$ cat src/pkg/icr_pkg.sv
// Shared constants, timing conversions and types for the isolator channel model
`default_nettype none
package icr_pkg;

    // Reference clock rate, in kilohertz (25 MHz, 40 ns period)
    localparam int ICR_CLK_FREQ_KHZ = 25000;

    // Least time in ns to whole clock cycles, rounded up, never below one
    function automatic int icr_ceil_cyc(input int t_ns);
        int cyc;
        cyc = (t_ns * ICR_CLK_FREQ_KHZ + 999999) / 1000000;
        icr_ceil_cyc = (cyc < 1) ? 1 : cyc;
    endfunction

    // Longest time in ns to whole clock cycles, rounded down, never below one
    function automatic int icr_floor_cyc(input int t_ns);
        int cyc;
        cyc = (t_ns * ICR_CLK_FREQ_KHZ) / 1000000;
        icr_floor_cyc = (cyc < 1) ? 1 : cyc;
    endfunction

    // Times as printed, in ns
    localparam int ICR_PULSE_WIDTH_NS = 1;     // Width of an edge pulse
    localparam int ICR_REFRESH_TIME_NS = 1000; // Idle time before refresh pulses
    localparam int ICR_WATCHDOG_TIME_NS = 5000;// Silence before the output is forced
    localparam int ICR_SETTLE_TIME_NS = 1000;  // Outputs valid after activation

    // Derived cycle counts
    localparam int ICR_PULSE_CYC = icr_ceil_cyc(ICR_PULSE_WIDTH_NS);
    localparam int ICR_REFRESH_CYC = icr_ceil_cyc(ICR_REFRESH_TIME_NS);
    localparam int ICR_WATCHDOG_CYC = icr_ceil_cyc(ICR_WATCHDOG_TIME_NS);
    localparam int ICR_SETTLE_CYC = icr_floor_cyc(ICR_SETTLE_TIME_NS);

    // Channel arrangement: four channels split between the two directions
    localparam int ICR_MAX_CHANNELS = 4;
    localparam int ICR_FWD_CHANNELS = 2;
    localparam int ICR_REV_CHANNELS = 2;

    // Junction temperature thresholds in degrees Celsius
    localparam int ICR_TEMP_W = 8;
    localparam logic [7:0] ICR_TEMP_SHUTDOWN_C = 8'h96; // 150 C
    localparam logic [7:0] ICR_TEMP_RESTART_C = 8'h82;  // 130 C

    // Converter operating states
    typedef enum logic [1:0] {
        ICR_CONV_OFF      = 2'b00,
        ICR_CONV_FREE_RUN = 2'b01,
        ICR_CONV_REGULATE = 2'b10,
        ICR_CONV_THERMAL  = 2'b11
    } icr_conv_state_type;

endpackage
`default_nettype wire

$ cat src/hdl/icr_channel.sv
// One isolated data channel: edge and refresh encoder, bistable decoder, watchdog
`timescale 1ns/1ps
`default_nettype none
module icr_channel
    import icr_pkg::*;
#(
    parameter int REFRESH_CYC = ICR_REFRESH_CYC, // Cycles from one pulse to the next refresh pulse
    parameter int WD_CYC      = ICR_WATCHDOG_CYC // Silent cycles before default low
)
(
    input  wire logic clk_in,
    input  wire logic reset_n_in,
    input  wire logic tx_enable_in,
    input  wire logic rx_enable_in,
    input  wire logic data_in,
    output logic      data_out,
    output logic      data_oe_out,
    output logic      set_pulse_out,
    output logic      clear_pulse_out
);

    // Counter wide enough for the watchdog span
    localparam int CNT_W = $clog2(WD_CYC + 2);

    // Watchdog must outlast the refresh period or a static input would flap
    generate
        if (REFRESH_CYC < 2 || WD_CYC <= REFRESH_CYC + 1 || ICR_PULSE_CYC != 1)
        begin : g_bad_timing
            $error("icr_channel: refresh or watchdog count out of range");
        end
    endgenerate

    logic             tx_armed;        // Sender was powered last cycle
    logic             tx_level;        // Level last encoded
    logic [CNT_W-1:0] tx_idle;         // Cycles since the last pulse sent
    logic [CNT_W-1:0] rx_quiet;        // Cycles since the last pulse seen
    logic             next_tx_armed;
    logic             next_tx_level;
    logic [CNT_W-1:0] next_tx_idle;
    logic [CNT_W-1:0] next_rx_quiet;
    logic             next_set;
    logic             next_clear;
    logic             next_data;
    logic             next_oe;

    // Encoder and decoder next state
    always_comb
    begin
        next_tx_armed = tx_enable_in;
        next_tx_level = tx_level;
        next_tx_idle  = tx_idle;
        next_set      = 1'b0;
        next_clear    = 1'b0;
        next_data     = data_out;
        next_oe       = data_oe_out;
        next_rx_quiet = rx_quiet;
        if (!tx_enable_in)
        begin
            // Sender in lockout: encoder idle, nothing crosses
            next_tx_level = 1'b0;
            next_tx_idle  = '0;
        end
        else if (!tx_armed || data_in != tx_level ||
                 tx_idle == CNT_W'(REFRESH_CYC - 1))
        begin
            // First sample after wake, an edge, or refresh of a static level
            next_set      = data_in;
            next_clear    = !data_in;
            next_tx_level = data_in;
            next_tx_idle  = '0;
        end
        else
        begin
            next_tx_idle = tx_idle + CNT_W'(1);
        end
        if (!rx_enable_in)
        begin
            // Receiver in lockout: released pin, decoder back to low
            next_data     = 1'b0;
            next_oe       = 1'b0;
            next_rx_quiet = '0;
        end
        else
        begin
            next_oe = 1'b1;
            if (set_pulse_out)
            begin
                next_data     = 1'b1;
                next_rx_quiet = '0;
            end
            else if (clear_pulse_out)
            begin
                next_data     = 1'b0;
                next_rx_quiet = '0;
            end
            else if (rx_quiet == CNT_W'(WD_CYC - 1))
            begin
                // Sender presumed dead; last level held until here
                next_data = 1'b0;
            end
            else
            begin
                next_rx_quiet = rx_quiet + CNT_W'(1);
            end
        end
    end

    // State registers
    always_ff @(posedge clk_in or negedge reset_n_in)
    begin
        if (!reset_n_in)
        begin
            tx_armed        <= 1'b0;
            tx_level        <= 1'b0;
            tx_idle         <= '0;
            rx_quiet        <= '0;
            set_pulse_out   <= 1'b0;
            clear_pulse_out <= 1'b0;
            data_out        <= 1'b0;
            data_oe_out     <= 1'b0;
        end
        else
        begin
            tx_armed        <= next_tx_armed;
            tx_level        <= next_tx_level;
            tx_idle         <= next_tx_idle;
            rx_quiet        <= next_rx_quiet;
            set_pulse_out   <= next_set;
            clear_pulse_out <= next_clear;
            data_out        <= next_data;
            data_oe_out     <= next_oe;
        end
    end

    // Checking helpers: gap between pulses sent, silence seen by the receiver
    logic [CNT_W-1:0] chk_gap;
    logic [CNT_W-1:0] chk_silent;
    always_ff @(posedge clk_in or negedge reset_n_in)
    begin
        if (!reset_n_in)
        begin
            chk_gap    <= '0;
            chk_silent <= '0;
        end
        else
        begin
            chk_gap <= (!tx_enable_in || set_pulse_out || clear_pulse_out) ? '0 :
                       (chk_gap == '1) ? chk_gap : chk_gap + CNT_W'(1);
            chk_silent <= (!rx_enable_in || set_pulse_out || clear_pulse_out) ? '0 :
                          (chk_silent == '1) ? chk_silent : chk_silent + CNT_W'(1);
        end
    end
endmodule
`default_nettype wire

$ cat src/hdl/icr_top.sv
// Isolator top: channel arrays, supply lockout, converter control, thermal guard
`timescale 1ns/1ps
`default_nettype none
module icr_top
    import icr_pkg::*;
#(
    parameter int N_FWD       = ICR_FWD_CHANNELS,  // Primary-to-secondary channels
    parameter int N_REV       = ICR_REV_CHANNELS,  // Secondary-to-primary channels
    parameter int REFRESH_CYC = ICR_REFRESH_CYC,   // Refresh interval in cycles
    parameter int WD_CYC      = ICR_WATCHDOG_CYC,  // Watchdog timeout in cycles
    parameter int SETTLE_CYC  = ICR_SETTLE_CYC     // Settling delay in cycles
)
(
    input  wire logic                  clk_in,
    input  wire logic                  reset_n_in,
    input  wire logic                  primary_supply_ok_in,
    input  wire logic                  iso_supply_ok_in,
    input  wire logic                  iso_setpoint_in,
    input  wire logic [ICR_TEMP_W-1:0] junction_temp_in,
    input  wire logic [N_FWD-1:0]      fwd_data_in,
    input  wire logic [N_REV-1:0]      rev_data_in,
    output logic      [N_FWD-1:0]      fwd_data_out,
    output logic      [N_FWD-1:0]      fwd_data_oe_out,
    output logic      [N_REV-1:0]      rev_data_out,
    output logic      [N_REV-1:0]      rev_data_oe_out,
    output logic                       osc_run_out,
    output logic                       pwm_drive_out,
    output logic                       full_power_out,
    output logic                       reg_ctrl_out,
    output logic                       thermal_shutdown_out,
    output logic                       link_valid_out
);

    // Width of the settle counter
    localparam int SET_W = $clog2(SETTLE_CYC + 2);

    // Refuse arrangements the channel logic cannot serve
    generate
        if (N_FWD < 1 || N_REV < 1 || N_FWD + N_REV > ICR_MAX_CHANNELS || SETTLE_CYC < 1)
        begin : g_bad_config
            $error("icr_top: channel split or settle count out of range");
        end
    endgenerate

    // Pulses crossing the barrier, one pair per channel
    logic [N_FWD-1:0]   fwd_set;        // Rise pulses toward the secondary
    logic [N_FWD-1:0]   fwd_clear;      // Fall pulses toward the secondary
    logic [N_REV-1:0]   rev_set;        // Rise pulses toward the primary
    logic [N_REV-1:0]   rev_clear;      // Fall pulses toward the primary

    // Converter and settle state
    icr_conv_state_type conv_state;     // Present converter mode
    icr_conv_state_type next_conv_state;
    logic [SET_W-1:0]   settle_cnt;     // Cycles both sides have been up
    logic [SET_W-1:0]   next_settle_cnt;
    logic               next_thermal;
    logic               next_reg_ctrl;
    logic               next_osc_run;
    logic               next_pwm_drive;
    logic               next_full_power;
    logic               next_link_valid;

    // Forward channels: primary encodes, secondary decodes
    genvar gi;
    generate
        for (gi = 0; gi < N_FWD; gi++)
        begin : g_fwd
            icr_channel #(
                .REFRESH_CYC (REFRESH_CYC),
                .WD_CYC      (WD_CYC)
            ) u_chan (
                .clk_in          (clk_in),
                .reset_n_in      (reset_n_in),
                .tx_enable_in    (primary_supply_ok_in),
                .rx_enable_in    (iso_supply_ok_in),
                .data_in         (fwd_data_in[gi]),
                .data_out        (fwd_data_out[gi]),
                .data_oe_out     (fwd_data_oe_out[gi]),
                .set_pulse_out   (fwd_set[gi]),
                .clear_pulse_out (fwd_clear[gi])
            );
        end
        // Reverse channels: secondary encodes, primary decodes
        for (gi = 0; gi < N_REV; gi++)
        begin : g_rev
            icr_channel #(
                .REFRESH_CYC (REFRESH_CYC),
                .WD_CYC      (WD_CYC)
            ) u_chan (
                .clk_in          (clk_in),
                .reset_n_in      (reset_n_in),
                .tx_enable_in    (iso_supply_ok_in),
                .rx_enable_in    (primary_supply_ok_in),
                .data_in         (rev_data_in[gi]),
                .data_out        (rev_data_out[gi]),
                .data_oe_out     (rev_data_oe_out[gi]),
                .set_pulse_out   (rev_set[gi]),
                .clear_pulse_out (rev_clear[gi])
            );
        end
    endgenerate

    // Converter mode, thermal hysteresis and link settling
    always_comb
    begin
        // Hysteresis: trip above the upper limit, release below the lower one
        if (thermal_shutdown_out)
        begin
            next_thermal = (junction_temp_in >= ICR_TEMP_RESTART_C);
        end
        else
        begin
            next_thermal = (junction_temp_in > ICR_TEMP_SHUTDOWN_C);
        end
        // Secondary only drives feedback while its own supply is out of lockout
        next_reg_ctrl = iso_supply_ok_in && iso_setpoint_in;
        // Mode priority: lockout, then thermal, then feedback
        if (!primary_supply_ok_in)
        begin
            next_conv_state = ICR_CONV_OFF;
        end
        else if (next_thermal)
        begin
            next_conv_state = ICR_CONV_THERMAL;
        end
        else if (reg_ctrl_out)
        begin
            next_conv_state = ICR_CONV_REGULATE;
        end
        else
        begin
            next_conv_state = ICR_CONV_FREE_RUN;
        end
        // Outputs decoded from the next mode so they stay flop-driven
        case (next_conv_state)
            ICR_CONV_OFF:
            begin
                next_osc_run    = 1'b0;
                next_pwm_drive  = 1'b0;
                next_full_power = 1'b0;
            end
            ICR_CONV_FREE_RUN:
            begin
                next_osc_run    = 1'b1;
                next_pwm_drive  = 1'b1;
                next_full_power = 1'b1;
            end
            ICR_CONV_REGULATE:
            begin
                next_osc_run    = 1'b1;
                next_pwm_drive  = 1'b1;
                next_full_power = 1'b0;
            end
            ICR_CONV_THERMAL:
            begin
                // Oscillator keeps running; only the drive is gated
                next_osc_run    = 1'b1;
                next_pwm_drive  = 1'b0;
                next_full_power = 1'b0;
            end
            default:
            begin
                next_osc_run    = 1'b0;
                next_pwm_drive  = 1'b0;
                next_full_power = 1'b0;
            end
        endcase
        // Link settling: data valid once both sides have been up long enough
        if (!(primary_supply_ok_in && iso_supply_ok_in))
        begin
            next_settle_cnt = '0;
            next_link_valid = 1'b0;
        end
        else if (settle_cnt == SET_W'(SETTLE_CYC - 1))
        begin
            next_settle_cnt = settle_cnt;
            next_link_valid = 1'b1;
        end
        else
        begin
            next_settle_cnt = settle_cnt + SET_W'(1);
            next_link_valid = link_valid_out;
        end
    end

    // Converter and settle registers
    always_ff @(posedge clk_in or negedge reset_n_in)
    begin
        if (!reset_n_in)
        begin
            conv_state           <= ICR_CONV_OFF;
            settle_cnt           <= '0;
            thermal_shutdown_out <= 1'b0;
            reg_ctrl_out         <= 1'b0;
            osc_run_out          <= 1'b0;
            pwm_drive_out        <= 1'b0;
            full_power_out       <= 1'b0;
            link_valid_out       <= 1'b0;
        end
        else
        begin
            conv_state           <= next_conv_state;
            settle_cnt           <= next_settle_cnt;
            thermal_shutdown_out <= next_thermal;
            reg_ctrl_out         <= next_reg_ctrl;
            osc_run_out          <= next_osc_run;
            pwm_drive_out        <= next_pwm_drive;
            full_power_out       <= next_full_power;
            link_valid_out       <= next_link_valid;
        end
    end

    // Checking helper: cycles both supplies have been up, saturating
    logic [SET_W-1:0] chk_up;
    always_ff @(posedge clk_in or negedge reset_n_in)
    begin
        if (!reset_n_in)
        begin
            chk_up <= '0;
        end
        else
        begin
            chk_up <= !(primary_supply_ok_in && iso_supply_ok_in) ? '0 :
                      (chk_up == SET_W'(SETTLE_CYC)) ? chk_up : chk_up + SET_W'(1);
        end
    end
endmodule
`default_nettype wire

$ cat config.mk
export PLATFORM = sky130hd
export DESIGN_NAME = icr_top
export DESIGN_NICKNAME = d
export VERILOG_FILES = /design/src/pkg/icr_pkg.sv /design/src/hdl/icr_channel.sv /design/src/hdl/icr_top.sv
export SDC_FILE = /design/constraint.sdc
export NUM_CORES = 1
export LEC_CHECK = 0
export BUFFER_PORTS_ARGS = -buffer_cell sky130_fd_sc_hd__buf_2
export CORE_MARGIN = 10
export CORE_UTILIZATION = 60
export CTS_CLUSTER_DIAMETER = 120
export DETAILED_ROUTE_END_ITERATION = 12
export HOLD_SLACK_MARGIN = 0.08
export MAX_ROUTING_LAYER = met4
export PLACE_DENSITY = 0.79
export SYNTH_ARGS = -nofsm -noshare
export SYNTH_HDL_FRONTEND = slang
export SYNTH_HIERARCHICAL = 1
export SYNTH_SLANG_ARGS = --single-unit
$ cat constraint.sdc
create_clock -name clk_in -period 1.55 [get_ports clk_in]
set_input_delay 0.31 -clock clk_in [delete_from_list [all_inputs] [get_ports clk_in]]
set_output_delay 0.31 -clock clk_in [all_outputs]
set_load 0.005 [all_outputs]
==> results.cfg <==
[status]
status = finished, final reports clean

[floorplanning]
die_area_um2 = 11100
start_util_pct = 60.9
die_y_um = 105
pin_count = 31
core_um2 = 7180
die_x_um = 105
rows = 31

[synthesis]
synth_area_leaders = dfrtp_1 52%, ha_1 5.7%, a21oi_1 3.0%, nand2_1 2.7%, xnor2_1 2.6%
ys_ff_latch = 91
yosysWarnings = 6
synth_cells = 408
synth-compound-area-share_pct = 12.4
synth_adder_area_share_pct = 5.73
synth_top_family_by_area = simple AND/OR/NAND/NOR gates
syn_area_per_cell_um2 = 10.7
yosysTopAreaCell = dfrtp_1
synth_mux_area_share_pct = 1.83
yosysSeqAreaShare_pct = 52.1
yosysTopAreaCellShare_pct = 52.1
ys_types = 35
synth-xor-area-share_pct = 4.61
syn-num-nets = 445
synth-simple-area-share_pct = 21.1
synthesis.area_um2 = 4370

[final_layout]
mostFrequentLayoutCell = dfrtp_1
nNetsFinal = 492
final_area_um2 = 4930
multi_input_area_um2 = 2000
num_antenna_cells = 0
final_cell_mix = 91 x dfrtp_1, 31 x nand2_1, 29 x buf_2, 28 x nor2_1, 26 x a21oi_1
regArea_um2 = 2280
layout-drive-gt1-share_pct = 14.1
fill_cells = 533
area_growth_pct = 12.8
stdcell_count = 559

[setup_path]
worstSetupEndpointType = flop
critPathMaxFanout = 5
cp-start-kind = flop
cp.required_ns = 1.83
cp.arrival_ns = 1.73
worstSetupPathType = reg -> reg

[clock_tree]
cts_made_buffers = 9
cts_buffer_depth = 2
cts_tree = done
cts-root-buf = clkbuf_8
post_cts_resized = 0
h-tree-depth = 3
insertion_delay_ns = 0.36
ctsHoldBuffers = 1
path_clk_slew_ns = 0.09
cts_setup_buffers = 0
cts_sinks = 91

[hold_path]
hold_class = in -> reg

[sta]
hold_violations = 0
fin_skew_ns = 0.00963
finalCritPeriodShare_pct = 93.2
maxSlewViolCount = 0
timing.final.ws_setup_ns = 0.106
rsz0062_at_grt = false
max_clock_freq_mhz = 693
setup_viol = 0
fin_crit_ns = 1.44
slew_headroom_pct = 69.4
worst_slew_pin_slew_ns = 0.458
setup_tns_ns = 0

[placed_design]
place.port_buffers = 30
pre_cts_ws_ns = 0.134
place_area_um2 = 4720
dp_hpwl_um = 6150
routabilityCongestion = 0.880
dp_cells = 542

[grt]
grt_max_degree = 41
grt_pass1_vias = 3241
grt_antenna_before_repair = 0
grt_pass1_wl_um = 14700
grt.total_usage_pct = 16.4
grt-ovfl-total = 0

[flow_run]
cap_violations = 0

[drt]
first_pass_iters = 4
final_antenna_net_count = 0
drt_iter0_drc = 117
drt_wl_total_um = 8350
drc = 0
post_drt_wl_per_cell_um = 14.9
viasPerCell = 5.75
vias = 3217

[power_and_ir_drop]
vdd_drop_max_mv = 0.727
p_leak_nw = 2.22
power_per_cell_area_nw_per_um2 = 915
finalPower_mw = 4.51
worst max-delay path: stages, from the launching register on:
cell and delay (ns):
dfrtp_1 0.43, inv_1 0.09, ha_1 0.23, nand2_1 0.13, or3_1 0.33, a21oi_1 0.14
kinds of logic (layout without fill, tap and decap cells):
kind of cell	after synthesis	after routing
adders and majority gates	20	20
xor gates and xnor gates	23	23
AOI/OAI and AO/OA	78	78
muxes	8	8
buffers and inverters	25	77
and+or+nand+nor	163	163
DFF	91	91
routing by layer:
layer / up-vias / GRT usage [%] / wire length [µm]
met5: - / - / 0
met4: 0 / 6.18 / 138
met3: 11 / 3.59 / 301
met2: 67 / 26.8 / 4190
met1: 1576 / 19.3 / 3720
li1: 1563 / - / -
cell type report:
cell class              count  share of cell area (%)
clock inverters             6                    1.45
clock buffers              10                    2.59
repair buffers             36                    4.82
inverters                  25                    1.90
multi-input cells         292                    40.5
flip-flops and latches     91                    46.2
well taps                  99                    2.51
path summary, 6_finish.rpt:
kind / cells after the start / end / slack (ns) / startpoint
worst max-delay path: 5 / g_fwd[1].u_chan/rx_quiet[1]$_DFFE_PN0P_ / 0.11 / g_fwd[1].u_chan/rx_quiet[0]$_DFFE_PN0P_
worst min-delay path: 2 / g_fwd[1].u_chan/clear_pulse_out$_DFF_PN0_ / 0.12 / fwd_data_in[1]
worst max register to register: 5 / g_fwd[1].u_chan/rx_quiet[1]$_DFFE_PN0P_ / 0.11 / g_fwd[1].u_chan/rx_quiet[0]$_DFFE_PN0P_
worst min register to register: 1 / g_fwd[0].u_chan/tx_idle[0]$_DFF_PN0_ / 0.50 / g_fwd[0].u_chan/tx_idle[0]$_DFF_PN0_
max in group asynchronous: 3 / thermal_shutdown_out$_DFF_PN0_ / 0.62 / reset_n_in
min in group asynchronous: 2 / g_rev[0].u_chan/tx_armed$_DFF_PN0_ / 0.41 / reset_n_in
stage by stage:
stage	hold slack, ns	utilization [%]
after detailed placement	0.256	65.8
after floorplan	0.0144	-
after global routing	0.115	68.7
final	0.124	68.7
after CTS	0.109	68.7
after global placement	0.253	65.8
synth_stat cells:
cell type and instances:
nand2_1 31, xor2_1 10, a311oi_1 4, o31ai_1 4, nor2_1 28, nand4_2 4
a31oi_1 5, xnor2_1 13, o211a_1 4, a21oi_1 26, nand2b_1 8, and3_1 4
nor3_1 13, o2111ai_1 8, nand3_1 18, inv_1 25, or2_1 4, o2111ai_2 4
o21ai_2 1, and4b_1 5, nor3_2 2, and4_2 4, o221ai_1 2, or3_1 16
nor2b_1 4, o21a_1 5, o21ai_1 1, o221a_1 1, nor3b_1 8, and2_1 9
nand4b_1 5, dfrtp_1 91, o21ai_0 13, mux2i_1 8, ha_1 20
where the power goes:
part	switching, mW	internal (mW)	total (mW)
logic	0.232	0.158	0.390
registers	0.0627	2.45	2.51
clock network	0.852	0.760	1.61
total	1.15	3.36	4.51
flip-flops by register name, indices dropped and copies added (netlist names), 5 cells and up:
| register | flops |
|---|---|
| g_fwd.u_chan/rx_quiet | 14 |
| g_rev.u_chan/rx_quiet | 14 |
| g_rev.u_chan/tx_idle | 14 |
| g_fwd.u_chan/tx_idle | 14 |
| settle_cnt | 5 |
Note: power is estimated with default switching activity, not from simulation.
